File: src/logic/regulator_ctrl_pkg.sv
`default_nettype none

package regulator_ctrl_pkg;

  localparam int NUM_CHAN = 3;

  // register offsets
  localparam logic [7:0] ADDR_CHAN_EN   = 8'hd1;
  localparam logic [7:0] ADDR_TRIGGER   = 8'hd2;
  localparam logic [7:0] ADDR_MODE1     = 8'hd3;
  localparam logic [7:0] ADDR_MODE2     = 8'hd4;
  localparam logic [7:0] ADDR_VCODE_1   = 8'hd8;

  // writable bits of the channel-enable and mode registers
  localparam logic [7:0] CHAN_EN_MASK   = 8'h07;
  localparam logic [7:0] MODE1_MASK     = 8'h13;
  localparam logic [7:0] MODE2_MASK     = 8'hf7;

  // field positions
  localparam int CHAN_EN_LSB            = 0;
  localparam int TRIGGER_LSB            = 0;
  localparam int MODE1_SRC_LSB          = 0;
  localparam int MODE1_DEFER_BIT        = 4;
  localparam int MODE2_DSCG_LSB         = 0;
  localparam int MODE2_PSM_LSB          = 4;
  localparam int MODE2_BLANK_BIT        = 7;

  // reset values
  localparam logic [7:0] CHAN_EN_RESET  = 8'h00;
  localparam logic [7:0] MODE1_RESET    = 8'h00;
  localparam logic [7:0] MODE2_RESET    = 8'h07;

  // timing
  localparam int CLOCK_PERIOD_NS        = 10;
  localparam int TSET_NS                = 2600000;
  localparam int TSET_CYCLES            = (TSET_NS + CLOCK_PERIOD_NS - 1) / CLOCK_PERIOD_NS;
  localparam int DELAY_CODE_W           = 3;

  typedef enum logic [1:0] {
    SRC_PIN = 2'h0,
    SRC_SW  = 2'h1,
    SRC_AND = 2'h2,
    SRC_OR  = 2'h3
  } en_source_t;

  typedef struct packed {
    logic       wr;
    logic       rd;
    logic [7:0] addr;
    logic [7:0] data;
  } reg_req_t;

endpackage : regulator_ctrl_pkg

`default_nettype wire

File: src/logic/regulator_channel_control_regs.sv
`default_nettype none

module regulator_channel_control_regs #(
  parameter int TSET_CYCLES = regulator_ctrl_pkg::TSET_CYCLES
) (
  // clock and reset
  input  wire logic                                      clock,
  input  wire logic                                      nrst,
  // register access from the management interface
  input  wire regulator_ctrl_pkg::reg_req_t              req,
  output logic [7:0]                                     rd_data,
  // pins
  input  wire logic [regulator_ctrl_pkg::NUM_CHAN-1:0]   hw_enable_pin,
  input  wire logic                                      sync_mode_pin,
  // delay codes held by the delay registers
  input  wire logic [regulator_ctrl_pkg::NUM_CHAN-1:0][regulator_ctrl_pkg::DELAY_CODE_W-1:0]
                                                         enable_delay_code,
  // to the regulator channels
  output logic [regulator_ctrl_pkg::NUM_CHAN-1:0]        chan_enable,
  output logic [regulator_ctrl_pkg::NUM_CHAN-1:0]        voltage_transition_start,
  output logic [regulator_ctrl_pkg::NUM_CHAN-1:0]        power_save_active,
  output logic [regulator_ctrl_pkg::NUM_CHAN-1:0]        discharge_enable,
  output logic                                           overcurrent_blank_enable
);

  localparam int NC = regulator_ctrl_pkg::NUM_CHAN;
  localparam int TW = (TSET_CYCLES > 1) ? $clog2(TSET_CYCLES) : 1;

  // a zero-length base interval would never let the delay counter wrap
  if (TSET_CYCLES < 1)
  begin : g_bad_tset
    $error("TSET_CYCLES must be at least one");
  end

  // the mode register fields leave room for three channels only
  if (regulator_ctrl_pkg::MODE2_PSM_LSB + NC > regulator_ctrl_pkg::MODE2_BLANK_BIT)
  begin : g_bad_chan
    $error("channel count does not fit the mode register fields");
  end

  logic [NC-1:0] chan_sw_enable_r;
  logic          deferred_scaling_mode_r;
  logic [1:0]    en_source_r;
  logic          overcurrent_blank_r;
  logic [NC-1:0] power_save_select_r;
  logic [NC-1:0] discharge_r;
  logic [NC-1:0] resolved_en;
  logic [NC-1:0] transition_nxt;
  logic [7:0]    rd_data_nxt;

  wire wr_chan_en = req.wr && (req.addr == regulator_ctrl_pkg::ADDR_CHAN_EN);
  wire wr_trigger = req.wr && (req.addr == regulator_ctrl_pkg::ADDR_TRIGGER);
  wire wr_mode1   = req.wr && (req.addr == regulator_ctrl_pkg::ADDR_MODE1);
  wire wr_mode2   = req.wr && (req.addr == regulator_ctrl_pkg::ADDR_MODE2);

  // channel software enables
  always_ff @(posedge clock)
  begin
    if (!nrst)
      chan_sw_enable_r <= regulator_ctrl_pkg::CHAN_EN_RESET[NC-1:0];
    else if (wr_chan_en)
      chan_sw_enable_r <= req.data[regulator_ctrl_pkg::CHAN_EN_LSB +: NC];
  end

  // mode register one
  always_ff @(posedge clock)
  begin
    if (!nrst)
    begin
      deferred_scaling_mode_r <= regulator_ctrl_pkg::MODE1_RESET[regulator_ctrl_pkg::MODE1_DEFER_BIT];
      en_source_r             <= regulator_ctrl_pkg::MODE1_RESET[regulator_ctrl_pkg::MODE1_SRC_LSB +: 2];
    end
    else if (wr_mode1)
    begin
      deferred_scaling_mode_r <= req.data[regulator_ctrl_pkg::MODE1_DEFER_BIT];
      en_source_r             <= req.data[regulator_ctrl_pkg::MODE1_SRC_LSB +: 2];
    end
  end

  // mode register two
  always_ff @(posedge clock)
  begin
    if (!nrst)
    begin
      overcurrent_blank_r <= regulator_ctrl_pkg::MODE2_RESET[regulator_ctrl_pkg::MODE2_BLANK_BIT];
      power_save_select_r <= regulator_ctrl_pkg::MODE2_RESET[regulator_ctrl_pkg::MODE2_PSM_LSB +: NC];
      discharge_r         <= regulator_ctrl_pkg::MODE2_RESET[regulator_ctrl_pkg::MODE2_DSCG_LSB +: NC];
    end
    else if (wr_mode2)
    begin
      overcurrent_blank_r <= req.data[regulator_ctrl_pkg::MODE2_BLANK_BIT];
      power_save_select_r <= req.data[regulator_ctrl_pkg::MODE2_PSM_LSB +: NC];
      discharge_r         <= req.data[regulator_ctrl_pkg::MODE2_DSCG_LSB +: NC];
    end
  end

  // transition start: trigger bits are never stored, only pulsed
  always_comb
  begin
    transition_nxt = '0;
    for (int i = 0; i < NC; i++)
    begin
      if (deferred_scaling_mode_r)
        transition_nxt[i] = wr_trigger && req.data[regulator_ctrl_pkg::TRIGGER_LSB + i];
      else
        // the code register write itself is the trigger here
        transition_nxt[i] = req.wr &&
          (req.addr == regulator_ctrl_pkg::ADDR_VCODE_1 + 8'(i));
    end
  end

  always_ff @(posedge clock)
  begin
    if (!nrst)
      voltage_transition_start <= '0;
    else
      voltage_transition_start <= transition_nxt;
  end

  // enable source resolution
  always_comb
  begin
    case (regulator_ctrl_pkg::en_source_t'(en_source_r))
      regulator_ctrl_pkg::SRC_PIN: resolved_en = hw_enable_pin;
      regulator_ctrl_pkg::SRC_SW:  resolved_en = chan_sw_enable_r;
      regulator_ctrl_pkg::SRC_AND: resolved_en = hw_enable_pin & chan_sw_enable_r;
      regulator_ctrl_pkg::SRC_OR:  resolved_en = hw_enable_pin | chan_sw_enable_r;
      default:                     resolved_en = hw_enable_pin;
    endcase
  end

  // per-channel enable delay; disable takes effect at once
  for (genvar g = 0; g < NC; g++)
  begin : g_delay
    logic [TW-1:0]                               tick_r;
    logic [regulator_ctrl_pkg::DELAY_CODE_W-1:0] mult_r;

    always_ff @(posedge clock)
    begin
      if (!nrst || !resolved_en[g] || chan_enable[g])
      begin
        tick_r <= '0;
        mult_r <= '0;
      end
      else if (tick_r == TW'(TSET_CYCLES - 1))
      begin
        tick_r <= '0;
        mult_r <= mult_r + 1'b1;
      end
      else
        tick_r <= tick_r + 1'b1;
    end

    always_ff @(posedge clock)
    begin
      if (!nrst || !resolved_en[g])
        chan_enable[g] <= 1'b0;
      else if (mult_r == enable_delay_code[g])
        chan_enable[g] <= 1'b1;
    end
  end

  // mode pin low overrides power-save select
  always_ff @(posedge clock)
  begin
    if (!nrst)
    begin
      power_save_active        <= '0;
      discharge_enable         <= regulator_ctrl_pkg::MODE2_RESET[regulator_ctrl_pkg::MODE2_DSCG_LSB +: NC];
      overcurrent_blank_enable <= 1'b0;
    end
    else
    begin
      power_save_active        <= power_save_select_r & {NC{sync_mode_pin}};
      discharge_enable         <= discharge_r;
      overcurrent_blank_enable <= overcurrent_blank_r;
    end
  end

  // read path; trigger register and unmapped offsets read zero
  always_comb
  begin
    rd_data_nxt = 8'h00;
    case (req.addr)
      regulator_ctrl_pkg::ADDR_CHAN_EN:
      begin
        rd_data_nxt[regulator_ctrl_pkg::CHAN_EN_LSB +: NC] = chan_sw_enable_r;
        rd_data_nxt = rd_data_nxt & regulator_ctrl_pkg::CHAN_EN_MASK;
      end
      regulator_ctrl_pkg::ADDR_MODE1:
      begin
        rd_data_nxt[regulator_ctrl_pkg::MODE1_DEFER_BIT]    = deferred_scaling_mode_r;
        rd_data_nxt[regulator_ctrl_pkg::MODE1_SRC_LSB +: 2] = en_source_r;
        rd_data_nxt = rd_data_nxt & regulator_ctrl_pkg::MODE1_MASK;
      end
      regulator_ctrl_pkg::ADDR_MODE2:
      begin
        rd_data_nxt[regulator_ctrl_pkg::MODE2_BLANK_BIT]      = overcurrent_blank_r;
        rd_data_nxt[regulator_ctrl_pkg::MODE2_PSM_LSB +: NC]  = power_save_select_r;
        rd_data_nxt[regulator_ctrl_pkg::MODE2_DSCG_LSB +: NC] = discharge_r;
        rd_data_nxt = rd_data_nxt & regulator_ctrl_pkg::MODE2_MASK;
      end
      regulator_ctrl_pkg::ADDR_TRIGGER:
        rd_data_nxt = 8'h00;
      default:
        rd_data_nxt = 8'h00;
    endcase
  end

  // registered so the host sees a stable byte until its next read
  always_ff @(posedge clock)
  begin
    if (!nrst)
      rd_data <= 8'h00;
    else if (req.rd)
      rd_data <= rd_data_nxt;
  end

endmodule // regulator_channel_control_regs

`default_nettype wire

File: config.mk
export PLATFORM = sky130hd
export DESIGN_NAME = regulator_channel_control_regs
export DESIGN_NICKNAME = d
export VERILOG_FILES = /design/src/logic/regulator_ctrl_pkg.sv /design/src/logic/regulator_channel_control_regs.sv
export SDC_FILE = /design/constraint.sdc
export NUM_CORES = 1
export LEC_CHECK = 0
export ABC_AREA = 1
export ABC_CLOCK_PERIOD_IN_PS = 2800
export BUFFER_PORTS_ARGS = -buffer_cell sky130_fd_sc_hd__buf_2
export CORE_MARGIN = 5
export CORE_UTILIZATION = 37
export CTS_CLUSTER_DIAMETER = 40
export DETAILED_ROUTE_END_ITERATION = 16
export GPL_TIMING_DRIVEN = 0
export HOLD_SLACK_MARGIN = 0.08
export MAX_ROUTING_LAYER = met4
export PLACE_DENSITY_LB_ADDON = 0.05
export REMOVE_ABC_BUFFERS = 1
export SYNTH_ARGS = -nofsm -noshare
export SYNTH_HDL_FRONTEND = slang
export SYNTH_SLANG_ARGS = --single-unit
File: constraint.sdc
create_clock -name clock -period 2.8 [get_ports clock]
set_input_delay 0.28 -clock clock [delete_from_list [all_inputs] [get_ports clock]]
set_output_delay 0.28 -clock clock [all_outputs]
set_load 0.05 [all_outputs]
==> impl_metrics.json <==
{
  "postPlaceCellArea_mm2": 0.005155,
  "maxCapViolations": 0,
  "crit_required_ps": 3020,
  "coreArea_mm2": 0.01262,
  "vias_per_cell": 4.583,
  "ctsResizeCount": 0,
  "hold_violations": 0,
  "io_buffer_count": 51,
  "synth_top_family_by_area": "simple AND/OR/NAND/NOR gates",
  "first_pass_iters": 4,
  "irDropWorstVdd_uv": 288.9,
  "nFillCells": 1344,
  "cp.arrival_ps": 1770,
  "grt_pass1_vias": 3832,
  "synth_compound_area_share_pct": 7.886,
  "cts_buffers": 9,
  "netlist_instances": 645,
  "gr-total-overflow": 0,
  "synth-xor-area-share_pct": 6.809,
  "cp-start-kind": "input pin",
  "clock_skew_ps": 6.498,
  "gp_congestion": 0.7992,
  "final_nets": 736,
  "clkLatencyLatePin_ps": 340,
  "clockBufferDepth": 2,
  "area_delta_synth_final_pct": 14.83,
  "drt_iter0_markers": 164,
  "syn_area_mm2": 0.004760,
  "post_cts_buffers": 0,
  "clkTransAtPathRegs_ps": 70,
  "grt_pass1_wl_um": 16870,
  "wl_per_cell_um": 11.22,
  "worst_pin_slew_ps": 830.5,
  "hold_depth": 3,
  "yosys.cell_types.count": 37,
  "vias": 4001,
  "die_y_um": 123.4,
  "fin_crit_ps": 1542,
  "post_synth_and_or_nand_nor_area_fraction_pct": 35.23,
  "start_util_pct": 37.72,
  "setup_violations": 0,
  "leakage_nw": 2.165,
  "routed_wl_um": 9791,
  "final_common_cell": "nand2_1",
  "ant_nets": 0,
  "synthMuxAreaShare_pct": 0,
  "die_w_um": 123.4,
  "die_area_mm2": 0.01523,
  "finalMaxSlewViolations": 0,
  "setup-tns-final_ps": 0,
  "yosysTopAreaCell": "dfxtp_1",
  "min_path_type": "in2reg",
  "worstSetupPathType": "in2reg",
  "rsz0062_at_grt": "false",
  "cts_sinks": 96,
  "outcome": "finished, final reports clean",
  "clockRootBuffer": "clkbuf_16",
  "relSlewSlack_pct": 44.58,
  "fmax_ghz": 0.6487,
  "hold_buffers": 0,
  "num_rows": 41,
  "finalCritPeriodShare_pct": 55.05,
  "cts_tree": "built",
  "drive_gt1_share_pct": 19.54,
  "ys_warn_count": 0,
  "final_cell_mix": "nand2_1 (133), dfxtp_1 (96), nor2_1 (74)",
  "p_per_area_mw_per_mm2": 512.7,
  "ff2ff_path_depth": 6,
  "n_antenna_cell": 0,
  "yosysTopAreaCellShare_pct": 40.38,
  "grt_util_all_layers_pct": 14.14,
  "synth_seq_cells": 96,
  "final_area_mm2": 0.005465,
  "ys_top_cells_by_area": "dfxtp_1 (40%), nand2_1 (10%), nor2_1 (5.8%)",
  "syn_avg_cell_area_um2": 7.379,
  "worst_setup_path_end_kind": "flip-flop",
  "synthAdderAreaFrac_pct": 1.577,
  "dp_hpwl_um": 7598,
  "antenna_found_initial": 0,
  "ioPinCount": 54,
  "ys_seq_area_share_pct": 40.38,
  "remaining_drc_errors": 0,
  "htreeDepth": 3,
  "grt_max_degree": 24,
  "critPathMaxFanout": 21
}
## Yosys cell counts (all sizes together)
master / n
nor4: 1
nand4: 17
nor3: 10
o21bai: 1
conb: 1
xnor2: 20
inv: 82
ha: 6
o21ai: 25
o31ai: 1
dfxtp: 96
nand2: 142
or2: 8
a21oi: 44
nor2: 98
nand3: 63
xor2: 17
buf: 8
clkbuf: 2
nand3b: 3
## report_power, final
group	leakage (nW)	switching [mW]	internal [mW]	total (mW)
registers	0.775	0.00587	1.37	1.38
clock network	0.147	0.526	0.774	1.30
logic	1.24	0.0842	0.0384	0.123
total	2.16	0.616	2.19	2.80
## path summary, 6_finish.rpt
| path | start | to | slack (ps) |
|---|---|---|---|
| setup reg to reg | g_delay[2].tick_r[0]$_SDFF_PP0_ | g_delay[2].tick_r[8]$_SDFF_PP0_ | 1270 |
| hold reg to reg | g_delay[0].tick_r[0]$_SDFF_PP0_ | g_delay[0].tick_r[0]$_SDFF_PP0_ | 450 |
| hold / removal | req[7] | overcurrent_blank_r$_SDFFE_PN0P_ | 190 |
| setup / recovery | req[13] | chan_sw_enable_r[1]$_SDFFE_PN0P_ | 1260 |
## cell type report
type,count,area (um2),area share (%)
Multi-Input combinational cell,457,2455,44.92
Timing Repair Buffer,51,255.2,4.670
Clock inverter,6,85.08,1.557
Inverter,82,307.8,5.632
Clock buffer,9,225.2,4.121
Sequential cell,96,1922,35.16
Tap cell,172,215.2,3.938
## per-stage QoR
stage                     utilization, %  cells  total power, mW  setup WS [ps]  hold slack, ps
after floorplan                        -    635            1.480           1345           348.8
after global placement             40.85    858            1.534          933.6           430.4
after detailed placement           40.85    858            1.536          895.5           434.9
after CTS                          43.31    873            2.851           1215           182.9
after global routing               43.31    873            2.917          977.6           189.2
final                              43.31    873            2.802           1258           191.9
## sequential cells by signal, indices dropped and copies added, names as in the netlist
register / flops
en_source_r: 2
deferred_scaling_mode_r: 1
discharge_enable: 3
rd_data: 7
g_delay.mult_r: 9
power_save_select_r: 3
overcurrent_blank_r: 1
power_save_active: 3
voltage_transition_start: 3
chan_sw_enable_r: 3
chan_enable: 3
g_delay.tick_r: 54
overcurrent_blank_enable: 1
discharge_r: 3
## routing by layer
metal / global-route usage [%] / routed length [um] / up-vias
met2: 22.43 / 4372 / 46
met1: 17.88 / 4910 / 1781
met4: 6.021 / 174 / 0
met3: 2.333 / 333 / 12
met5: - / 0 / -
li1: - / - / 2162
## worst max-delay path: stages
cell	delay, ps
buf_2	100
inv_1	40
nand2_1	50
nor2_2	630
nand3_1	360
o21ai_0	250
a21oi_1	60
## cell families (layout without fill, tap and decap cells)
family / after synthesis / in the layout
compound gates: 71 / 71
xor+xnor: 37 / 37
fa+ha+maj: 6 / 6
buf+inv: 92 / 148
flops: 96 / 96
other cells: 1 / 1
simple gates: 342 / 342
(Power assumes the default switching activity.)
